===== src/logic/flash_state_defs.vh =====
// Opcodes, register fields and timing counts for the flash state commands
`ifndef FLASH_STATE_DEFS_VH
`define FLASH_STATE_DEFS_VH

`define CLK_NS 100
// Opcodes
`define OP_WRITE_ENABLE_CMD 8'h06
`define OP_WRITE_DISABLE_CMD 8'h04
`define OP_STATUS_READ_CMD 8'h05
`define OP_STATUS_WRITE_CMD 8'h01
`define OP_FUNCTION_READ_CMD 8'h48
`define OP_FUNCTION_WRITE_CMD 8'h42
`define OP_QEN 8'h35
`define OP_QEX 8'hf5
`define OP_SUS_A 8'h75
`define OP_SUS_B 8'hb0
`define OP_RSM_A 8'h7a
`define OP_RSM_B 8'h30
`define OP_PD 8'hb9
`define OP_PDREL 8'hab
`define OP_RESET_ENABLE_CMD 8'h66
`define OP_RST 8'h99
`define OP_NOP 8'h00
// Status register fields
`define SR_WIP 0
`define SR_WEL 1
`define SR_BP_LO 2
`define SR_BP_HI 5
`define SR_QE 6
`define SR_STATUS_WRITE_PROTECT_BIT 7
`define SR_WR_MASK 8'hfc
// Function register fields
`define FR_RSTDIS 0
`define FR_PROGRAM_SUSPEND_FLAG 2
`define FR_ERASE_SUSPEND_FLAG 3
`define FR_IRL_LO 4
`define FR_OTP_MASK 8'hf1
// Timing in microseconds, converted to cycles at the clock rate
`define T_SUS_US 100
`define T_SUS_CYC ((`T_SUS_US * 1000) / `CLK_NS)
`define T_DP_US 3
`define T_DP_CYC ((`T_DP_US * 1000) / `CLK_NS)
`define T_RES1_US 5
`define T_RES1_CYC ((`T_RES1_US * 1000 + `CLK_NS - 1) / `CLK_NS)

`endif


===== src/logic/flash_state_cmds.v =====
// Command-level state logic of a serial flash: latches, registers, modes
`timescale 1ns/100ps
`include "flash_state_defs.vh"

// Functional notes
// RULE_01: Write-disable clears the write enable latch
// RULE_02: Busy accepts only status read (code also takes suspend while an op runs)
// RULE_03: Status write updates protect, lock, quad bits
// RULE_04: Function read returns function register
// RULE_05: Function write may set lock bits
// RULE_06: One-time bits never return to zero
// RULE_07: Quad enter makes all commands four-bit
// RULE_08: Quad exit accepted only as quad cycle
// RULE_09: Suspend and resume accepted in both modes
// RULE_10: Function bit2 program, bit3 erase suspended
// RULE_11: Ready within 100us; host spaces resume-suspend
// RULE_12: Suspend clears latch, filters commands
// RULE_13: Flag sets at once, busy until ready
// RULE_14: Resume restarts operation, clears its flag
// RULE_15: Quad opcode nibbles, high nibble first
// RULE_16: Total operation time never exceeds uninterrupted
// RULE_17: Suspend filter passes reads, resets, no-op
// RULE_18: Reset only directly after reset enable
// RULE_19: Power-down entered after full opcode, delay
// RULE_20: Power-down ignores all but release
// RULE_21: Host waits release recovery before commands
// RULE_22: Release ignored while operation in progress
// RULE_23: Write-enable sets latch, needed for writes
// RULE_24: Busy bit follows running operation
// RULE_25: Serial opcode eight bits, incomplete discarded
module flash_state_cmds #(
	parameter SE_CYC = 20'd500000,
	parameter PP_CYC = 20'd8000,
	parameter [19:0] SUS_CYC = `T_SUS_CYC
) (
	input wire i_clk,
	input wire i_rst,
	input wire i_cs_n,
	input wire i_sck,
	input wire [3:0] i_io,
	input wire [7:0] i_wr_data,
	input wire i_op_start,
	input wire i_op_is_erase,
	output reg [7:0] o_status_q,
	output reg [7:0] o_function_q,
	output reg o_quad_mode_q,
	output reg o_power_down_q,
	output reg o_busy_q,
	output reg [7:0] o_cmd_q,
	output reg o_cmd_valid_q,
	output reg o_reset_q
);

	// ----------------------------------------
	// Pin synchronisers
	// ----------------------------------------
	reg [1:0] cs_s_q;
	reg [1:0] sck_s_q;
	reg [3:0] io_a_q;
	reg [3:0] io_b_q;
	reg sck_last_q;
	reg cs_last_q;
	always @(posedge i_clk or posedge i_rst) begin
		if (i_rst) begin
			cs_s_q <= 2'h3;
			sck_s_q <= 2'h0;
			io_a_q <= 4'h0;
			io_b_q <= 4'h0;
			sck_last_q <= 1'b0;
			cs_last_q <= 1'b1;
		end else begin
			cs_s_q <= {cs_s_q[0], i_cs_n};
			sck_s_q <= {sck_s_q[0], i_sck};
			io_a_q <= i_io;
			io_b_q <= io_a_q;
			sck_last_q <= sck_s_q[1];
			cs_last_q <= cs_s_q[1];
		end
	end
	wire cs_low = ~cs_s_q[1];
	wire sck_rise = sck_s_q[1] & ~sck_last_q;
	// Commit on deselect; the link clock may stop outside frames
	wire cs_rise = cs_s_q[1] & ~cs_last_q;

	// ----------------------------------------
	// Opcode shifter
	// ----------------------------------------
	reg [7:0] sh_q;
	reg [4:0] bits_q;
	// Wide enough to tell a full 1-bit write frame of sixteen clocks
	reg [4:0] edges_q;
	wire [4:0] step = o_quad_mode_q ? 5'h4 : 5'h1;
	always @(posedge i_clk or posedge i_rst) begin
		if (i_rst) begin
			sh_q <= 8'h00;
			bits_q <= 5'h00;
			edges_q <= 5'h00;
		end else if (!cs_low) begin
			bits_q <= 5'h00;
			edges_q <= 5'h00;
		end else if (sck_rise) begin
			if (edges_q != 5'h1f)
				edges_q <= edges_q + 5'h01;
			if (bits_q < 5'h8) begin
				if (o_quad_mode_q)
					sh_q <= {sh_q[3:0], io_b_q}; // RULE_15
				else
					sh_q <= {sh_q[6:0], io_b_q[0]}; // RULE_25
				bits_q <= bits_q + step;
			end
		end
	end
	// Opcode counted complete only with all eight bits in
	wire full_op = (bits_q == 5'h8); // RULE_25 RULE_19
	wire [7:0] op = sh_q;

	// ----------------------------------------
	// Command filters
	// ----------------------------------------
	function allowed_in_suspend;
		input [7:0] c;
		begin
			case (c)
				8'h03,
				8'h0b,
				8'hbb,
				8'h3b,
				8'heb,
				8'h6b,
				8'h0d,
				8'hbd,
				8'hed,
				8'h05,
				8'h48,
				8'h7a,
				8'h30,
				8'hab,
				8'hc0,
				8'h63,
				8'h83,
				8'h61,
				8'h81,
				8'h9f,
				8'h90,
				8'haf,
				8'h4b,
				8'h5a,
				8'h00,
				8'h66,
				8'h99,
				8'h68,
				8'h14: allowed_in_suspend = 1'b1; // RULE_17
				default: allowed_in_suspend = 1'b0;
			endcase
		end
	endfunction

	// Register writes need the data byte behind the opcode
	function write_len_ok;
		input [4:0] n;
		input q;
		begin
			if (q)
				write_len_ok = (n >= 5'h04);
			else
				write_len_ok = (n >= 5'h10);
		end
	endfunction
	wire wr_ok = write_len_ok(edges_q, o_quad_mode_q);

	// ----------------------------------------
	// Delay counts
	// ----------------------------------------
	wire [31:0] dp_cyc_w = `T_DP_CYC;
	wire [31:0] res_cyc_w = `T_RES1_CYC;

	// ----------------------------------------
	// Operation state machine
	// ----------------------------------------
	localparam ST_IDLE = 2'd0;
	localparam ST_RUN = 2'd1;
	localparam ST_SUSP = 2'd2;
	reg [1:0] st_q;
	reg [19:0] left_q;
	reg [19:0] wait_q;
	reg susp_erase_q;
	reg reset_enable_cmd_q;
	reg [1:0] pd_phase_q;
	reg [19:0] pd_cnt_q;
	wire suspended = (st_q == ST_SUSP);
	wire write_in_progress = o_status_q[`SR_WIP];
	wire write_enable_latch = o_status_q[`SR_WEL];
	wire is_sus = (op == `OP_SUS_A) || (op == `OP_SUS_B);
	wire is_rsm = (op == `OP_RSM_A) || (op == `OP_RSM_B);
	wire in_pd = o_power_down_q || (pd_phase_q != 2'd0);
	// Suspend is taken even though busy, only while an op runs
	wire go = cs_rise && full_op && !in_pd && (wait_q == 20'h0);
	// A wrong-length quad exit is refused outright, not half taken
	wire qex_ok = o_quad_mode_q && (edges_q == 5'h02); // RULE_08
	wire pass = go && (!write_in_progress || (op == `OP_STATUS_READ_CMD) || (is_sus && st_q == ST_RUN)) // RULE_02
		&& ((op != `OP_QEX) || qex_ok) // RULE_08
		&& (!suspended || allowed_in_suspend(op)); // RULE_12
	always @(posedge i_clk or posedge i_rst) begin
		if (i_rst) begin
			st_q <= ST_IDLE;
			left_q <= 20'h0;
			wait_q <= 20'h0;
			susp_erase_q <= 1'b0;
			reset_enable_cmd_q <= 1'b0;
			o_status_q <= 8'h00;
			o_function_q <= 8'h00;
			o_quad_mode_q <= 1'b0;
			o_power_down_q <= 1'b0;
			pd_phase_q <= 2'd0;
			pd_cnt_q <= 20'h0;
			o_busy_q <= 1'b0;
			o_cmd_q <= 8'h00;
			o_cmd_valid_q <= 1'b0;
			o_reset_q <= 1'b0;
		end else begin
			o_cmd_valid_q <= 1'b0;
			o_reset_q <= 1'b0;
			if (wait_q != 20'h0)
				wait_q <= wait_q - 20'h1;
			// Internal array operation, launched by datapath outside
			if (st_q == ST_IDLE && i_op_start && write_enable_latch) begin // RULE_23
				st_q <= ST_RUN;
				left_q <= i_op_is_erase ? SE_CYC : PP_CYC;
				susp_erase_q <= i_op_is_erase;
				o_status_q[`SR_WIP] <= 1'b1; // RULE_24
			end else if (st_q == ST_RUN) begin
				if (left_q != 20'h0)
					left_q <= left_q - 20'h1; // RULE_16
				else begin
					st_q <= ST_IDLE;
					o_status_q[`SR_WIP] <= 1'b0; // RULE_24
					o_status_q[`SR_WEL] <= 1'b0;
				end
			end
			// Power-down entry and release delays
			if (pd_phase_q != 2'd0) begin
				if (pd_cnt_q != 20'h0)
					pd_cnt_q <= pd_cnt_q - 20'h1;
				else begin
					o_power_down_q <= (pd_phase_q == 2'd1); // RULE_19
					pd_phase_q <= 2'd0;
				end
			end
			// Release is the only opcode heard in power-down
			if (cs_rise && full_op && o_power_down_q && op == `OP_PDREL
				&& !write_in_progress && pd_phase_q == 2'd0) begin // RULE_20 RULE_22
				pd_phase_q <= 2'd2;
				pd_cnt_q <= res_cyc_w[19:0]; // RULE_21
			end
			if (pass) begin
				o_cmd_q <= op;
				o_cmd_valid_q <= 1'b1;
				reset_enable_cmd_q <= (op == `OP_RESET_ENABLE_CMD);
				if (op == `OP_RST && reset_enable_cmd_q) begin // RULE_18
					o_reset_q <= 1'b1;
					st_q <= ST_IDLE;
					o_status_q[1:0] <= 2'b00;
					o_function_q[`FR_ERASE_SUSPEND_FLAG:`FR_PROGRAM_SUSPEND_FLAG] <= 2'b00;
					o_quad_mode_q <= 1'b0;
				end
				case (op)
					`OP_WRITE_ENABLE_CMD: begin
						if (!suspended)
							o_status_q[`SR_WEL] <= 1'b1; // RULE_23
					end
					`OP_WRITE_DISABLE_CMD: begin
						o_status_q[`SR_WEL] <= 1'b0; // RULE_01
					end
					`OP_STATUS_WRITE_CMD: begin
						if (write_enable_latch && wr_ok) begin // RULE_03
							o_status_q <= (o_status_q & ~`SR_WR_MASK)
								| (i_wr_data & `SR_WR_MASK);
							o_status_q[`SR_WEL] <= 1'b0;
						end
					end
					`OP_FUNCTION_WRITE_CMD: begin
						if (write_enable_latch && wr_ok) begin
							// OR keeps any one-time bit that is already one
							o_function_q <= o_function_q
								| (i_wr_data & `FR_OTP_MASK); // RULE_05 RULE_06
							o_status_q[`SR_WEL] <= 1'b0;
						end
					end
					`OP_QEN: begin
						if (!suspended)
							o_quad_mode_q <= 1'b1; // RULE_07
					end
					// Quad exit counts only as a two-clock quad cycle
					`OP_QEX: begin
						if (qex_ok)
							o_quad_mode_q <= 1'b0; // RULE_08
					end
					`OP_SUS_A, `OP_SUS_B: begin
						if (st_q == ST_RUN) begin // RULE_09
							st_q <= ST_SUSP;
							o_status_q[`SR_WEL] <= 1'b0; // RULE_12
							o_function_q[`FR_ERASE_SUSPEND_FLAG] <= susp_erase_q; // RULE_10 RULE_13
							o_function_q[`FR_PROGRAM_SUSPEND_FLAG] <= ~susp_erase_q; // RULE_10
							wait_q <= SUS_CYC; // RULE_11 RULE_13
						end
					end
					`OP_RSM_A, `OP_RSM_B: begin
						if (suspended) begin // RULE_09
							st_q <= ST_RUN; // RULE_14
							o_status_q[`SR_WIP] <= 1'b1;
							o_function_q[`FR_ERASE_SUSPEND_FLAG:`FR_PROGRAM_SUSPEND_FLAG] <= 2'b00; // RULE_14
						end
					end
					`OP_PD: begin
						if (!suspended) begin
							pd_phase_q <= 2'd1;
							pd_cnt_q <= dp_cyc_w[19:0]; // RULE_19
						end
					end
					default: begin
					end
				endcase
			end
			// Ready for reads once the suspend latency elapses
			if (suspended && wait_q == 20'h1)
				o_status_q[`SR_WIP] <= 1'b0; // RULE_11
			o_busy_q <= write_in_progress || (wait_q != 20'h0) || (pd_phase_q != 2'd0);
		end
	end
	// RULE_04: o_function_q is the function register handed to the readout path
endmodule // flash_state_cmds


===== config.mk =====
export PLATFORM = sky130hd
export DESIGN_NAME = flash_state_cmds
export DESIGN_NICKNAME = d
export VERILOG_FILES = /design/src/logic/flash_state_cmds.v
export VERILOG_INCLUDE_DIRS = /design/src /design/src/logic
export SDC_FILE = /design/constraint.sdc
export NUM_CORES = 1
export LEC_CHECK = 0
export BUFFER_PORTS_ARGS = -buffer_cell sky130_fd_sc_hd__buf_2
export CAP_MARGIN = 40
export CORE_MARGIN = 2
export CORE_UTILIZATION = 45
export DETAILED_ROUTE_END_ITERATION = 8
export GPL_TIMING_DRIVEN = 0
export SETUP_SLACK_MARGIN = 0.3
export SYNTH_ARGS = -nofsm -noshare
export SYNTH_HDL_FRONTEND = slang
export SYNTH_SLANG_ARGS = --single-unit

===== constraint.sdc =====
create_clock -name i_clk -period 4.9 [get_ports i_clk]
set_clock_uncertainty 0.15 [all_clocks]
set_input_delay 0.98 -clock i_clk [delete_from_list [all_inputs] [get_ports i_clk]]
set_output_delay 0.98 -clock i_clk [all_outputs]
set_load 0.005 [all_outputs]

Word level (Yosys, flattened, before mapping)
Cells that the tools add are included.

Register bits after elaboration: 127. Bits in latches: 0. Bits in writable memories: 0. ROM bits: 0. Input port bits: 18. Logic and storage cells: 204. Memories: 0.

$add $sub $neg: 5. Multipliers: 0. Div/mod/pow operators: 0. Order comparisons: 3. Eq/ne operators: 45. Shift-type cells: 0. Multiplexer cells: 65. Bitwise operators: 9. Reduce and logical (&&, ||, !) cells: 51.

Operators by type and width (count): two-way mux 20 bit (13); equality test 8 bit, second input constant (15); equality test 8 x 7 -> 1 bit, second input constant (11); nonzero test 20 bit (3); subtractor 20 x 1 -> 20 bit, second input constant (3); two-way mux 2 bit (22); two-way mux 5 bit (6); OR reduction 29 bit (1); equality test 8 x 3 -> 1 bit, second input constant (3); equality test 8 x 6 -> 1 bit, second input constant (3); equality test 20 x 1 -> 1 bit, second input constant (1); logical NOT 20 bit (1); two-way mux 19 bit (1); logical AND 1 bit (17); equality test 8 x 4 -> 1 bit, second input constant (2); two-way mux 1 bit (15); nonzero test 2 bit (6); AND reduction 3 bit (3); equality test 8 x 1 -> 1 bit, second input constant (1); equality test 8 x 2 -> 1 bit, second input constant (1); equality test 8 x 5 -> 1 bit, second input constant (1); logical NOT 8 bit (1); logical OR 1 bit (8); two-way mux 8 bit (1); other kinds (25) (39).

Logic depth before layout (Yosys ltp)
Word-level depth: 11. Mapped depth: 11. Gate-level depth less buffers: 8.

Worst setup path after synthesis
No wires, ideal clock.

Path kind: reg2reg. Start point: register edges_q[0]. End point: register o_cmd_q[0]. Arrival time: 2614 ps. Setup slack: 2008 ps. Cell stages (with the launch flop): 10. Path buffers: 1. Path through: dfrtp_1 > inv_1 > ha_1 > nand2_4 > or4_1 > a2111oi_2 > nand3_4 > a21oi_4 > buf_6 > mux2_1.

Word-level cells in the longest chain between the ends: 5.

RTL lines: start: declaration (RTL line flash_state_cmds.v:91) `reg [4:0] edges_q;`; start signal: assignment (RTL line flash_state_cmds.v:103) `edges_q <= edges_q + 5'h01;`; equality test 5 x 2 -> 1 bit (RTL line flash_state_cmds.v:199) `wire qex_ok = o_quad_mode_q && (edges_q == 5'h02);`; logical AND 1 bit (RTL line flash_state_cmds.v:199); logical OR 1 bit (RTL line flash_state_cmds.v:201) `` && ((op != `OP_QEX) || qex_ok) ``; logical AND 1 bit (2 in a row) (RTL line flash_state_cmds.v:200) `` wire pass = go && (!write_in_progress || (op == `OP_STATUS_READ_CMD) || (is_sus && st_q == ST_RUN)) ``; end signal: assignment (RTL line flash_state_cmds.v:256) `o_cmd_q <= op;`; end: declaration (RTL line flash_state_cmds.v:49) `output reg [7:0] o_cmd_q,`.

No other way between the ends. A chain may end at the register's enable or synchronous reset.

Final worst setup path
Same ends and word-level chain as after synthesis.

==> out/qor.yml <==
place:
  port_buffers: 44
  hpwlAfterDp_mm: 10.4
  place_congestion: 0.864
  placedCellCount: 866
timing:
  grt_setup_unrepaired: "no"
  period_minus_slack_ns: 3.31
  drv_slew: 0
  finalHoldViolCount: 0
  worst_pin_slew_ns: 0.801
  fmax_ghz: 0.303
  fin_hold_ws_ns: 0.192
  relSlewSlack_pct: 46.1
  setup_viol: 0
  fin_crit_sh_pct: 67.5
logic_synthesis:
  synth_nets: 666
  syn_area_per_cell_um2: 10.2
  seq_area_frac_synth_pct: 48.5
  synth_edf_count: 0
  synthCells: 637
  synth_cell_types: 73
  synth_ff_type: "dfrtp_1"
  synth_area_mm2: 0.00651
  async_flop_share_pct: 100
  ys_ff_latch: 126
  yosys_warnings: 0
layout:
  finalNonFillerCells: 896
  drive_above_1_share_pct: 18.7
  final_cell_mix: "dfrtp_1 (123), buf_2 (53), nor2_1 (47), nand2_1 (45), nor3_1 (44)"
  antenna_cells: 0
  final_nets: 734
  fillCellCount: 1250
  utilization_pct: 54.3
  final_common_cell: "dfrtp_1"
  area_growth_pct: 16.6
global_routing:
  grt_overflow_total: 0
  grt_pass1_vias: 5252
  grt.met3_usage_pct: 5.20
  grt.busiest_layer: "met2"
  met1_usage_pct: 26.6
  grt_pass1_wl_mm: 25.9
  antenna_found_initial: 0
  grt_max_degree: 77
  grtUsageMet2_pct: 33.6
  grtUsageTotal_pct: 20.4
power_and_ir_drop:
  switching_share_pct: 28.5
  p_int_w: 0.00220
  p_switching_w: 0.000875
  p_comb_share_pct: 16.9
  p_leak_nw: 3.28
  power_w: 0.00308
  p_seq_share_pct: 42.5
  power_frac_clock_pct: 40.6
  powerDensity_mw_per_mm2: 405
  peakVddDrop_mv: 0.262
route:
  wl_per_cell_um: 16.3
  drc: 0
  drt-total-wl_mm: 14.6
  final_antenna_net_count: 0
  via_per_inst: 5.65
  first_iter_violations: 320
  num_vias: 5061
  first_pass_iters: 5
outcome:
  status: "finished, final reports clean"
setup_path:
  path_max_fanout: 10
  cp-end-kind: "flop"
  critPathSlowestCell: "a2111oi_2"
  critical_path_class: "flop to flop"
  cpLargestDelayFamily: "compound AO/OA/AOI/OAI gates"
  startpoint_type: "flop"
  path_cells: "inv_1 > ha_1 > nand2_4 > or4_1 > a2111oi_2 > nand3_4 > a21oi_4 > buf_6 > mux2_1"
  max_stage_delay_ns: 0.69
  required_ns: 5.05
  arrival_ns: 3.45
  path_buf_inv: 2
  r2r_cells: 9
  cp.depth: 9
floorplan:
  start_util_pct: 46.5
  ios: 47
  die_y_um: 124
  die_w_um: 124
  core_area_mm2: 0.0140
  rows: 43
  dieArea_mm2: 0.0154
cts:
  cts_inserted_buffers: 17
  path_clk_slew_ns: 0.05
  ctsResizeCount: 0
  clock_latency_ns: 0.42
  cts_setup_buffers: 0
  root_buffer: "clkbuf_16"
  h-tree-depth: 4
  clk_path_buf_depth: 2
  cts_sinks: 126
  cts_tree: "done"
  cts_hold_buf: 0
job:
  drv_cap: 0
worst_hold_path:
  hold_class: "flop to flop"
  hold_depth: 0
[power by group through the flow]
stage          Combinational [W]  Clock, W  Sequential [W]
6_report                0.000519   0.00125         0.00131
2_1_floorplan           0.000403         0         0.00129
3_3_place_gp            0.000500         0         0.00132
3_5_place_dp            0.000517         0         0.00132
4_1_cts                 0.000520   0.00128         0.00131
5_1_grt                 0.000592   0.00133         0.00133
[stage by stage]
stage,TNS (ns),setup WS (ns),area (µm²)
global route,0,1.38,7590
global placement,-130.57,-1.07,6960
finish,0,1.59,7590
floorplan,0,0.419,6510
CTS,0,1.55,7590
detailed placement,0,1.58,7010
[per-layer routing]
metal	vias to the layer above	routed length [µm]
li1	2440	-
met1	2517	6790
met2	89	7150
met3	15	546
met4	0	160
met5	-	0
[synth_stat cells (all sizes together) (2+ instances only)]
| cell type | number | area (µm²) |
|---|---|---|
| nand2 | 46 | 180 |
| o2111ai | 3 | 26.3 |
| or4b | 2 | 23.8 |
| nor4b | 2 | 17.5 |
| or3 | 5 | 33.8 |
| a31o | 5 | 43.8 |
| a2111oi | 3 | 33.8 |
| dfstp | 3 | 78.8 |
| a21oi | 30 | 161 |
| o31ai | 3 | 22.5 |
| nor2b | 14 | 87.6 |
| nor4bb | 2 | 20.0 |
| o21ai | 18 | 90.1 |
| nand2b | 8 | 50.1 |
| mux2 | 16 | 180 |
| or2 | 6 | 37.5 |
| nand4b | 7 | 61.3 |
| dfrtp | 123 | 3080 |
| nor4 | 23 | 174 |
| inv | 17 | 63.8 |
| nand4 | 9 | 56.3 |
| o2111a | 2 | 22.5 |
| nor3b | 4 | 30.0 |
| xnor2 | 33 | 289 |
| nor2 | 47 | 176 |
| nand3 | 30 | 163 |
| nand3b | 4 | 30.0 |
| xor2 | 19 | 166 |
| mux2i | 15 | 150 |
| ha | 11 | 138 |
| a2111o | 2 | 22.5 |
| clkbuf | 14 | 52.6 |
| buf | 15 | 109 |
| or4 | 5 | 37.5 |
| nor3 | 44 | 220 |
| o32ai | 2 | 17.5 |
| a21o | 4 | 32.5 |
| a211oi | 7 | 52.6 |
| o21a | 2 | 15.0 |
| and3 | 11 | 71.3 |
| o211ai | 6 | 63.8 |
[worst reg2reg max path, delay by kind of cell (launching register included)]
family                   cells  cell delay [ns]
AO/OA/AOI/OAI                2             1.03
AND/OR/NAND/NOR              3             0.74
flip-flops                   1             0.42
multiplexers                 1             0.33
buffers and inverters        2             0.30
adder cells (fa/ha/maj)      1             0.22
[final timing paths]
check                            from         end  slack [ns]
setup / recovery           edges_q[0]  o_cmd_q[0]        1.59
hold / removal              io_a_q[0]   io_b_q[0]        0.19
setup reg to reg           edges_q[0]  o_cmd_q[0]        1.59
hold reg to reg             io_a_q[0]   io_b_q[0]        0.19
max in group asynchronous       i_rst   left_q[5]        3.43
min in group asynchronous       i_rst  o_cmd_q[4]        0.44
[cells by family (layout without fill, tap and decap cells)]
family                     count (synthesis)  count (layout)  synth area share (%)
AOI/OAI and AO/OA                         96              96                  10.5
xor gates and xnor gates                  52              52                  6.99
and+or+nand+nor                          274             274                  23.3
DFF                                      126             126                  48.5
adders and majority gates                 11              11                  2.11
buffers and inverters                     46             125                  3.46
other                                      1               1                0.0576
muxes                                     31              31                  5.07
[area by class of cell]
type,count,area [µm²],share of cell area (%)
flip-flops and latches,126,3160,41.6
multi-input cells,465,3130,41.2
clock buffers,23,468,6.16
repair buffers,49,272,3.58
well taps,180,225,2.97
plain buffers,29,161,2.13
clock inverters,7,113,1.48
inverters,17,68.8,0.906
[registers in the layout (all words and copies together) (netlist names), 2 cells and up]
register      cells
io_b_q            4
bits_q            5
st_q              2
pd_cnt_q         20
sck_s_q           2
io_a_q            4
o_status_q        8
cs_s_q            2
edges_q           5
left_q           20
op                8
o_function_q      7
pd_phase_q        2
wait_q           20
o_cmd_q           8
Note: power is estimated with default switching activity, not from simulation.
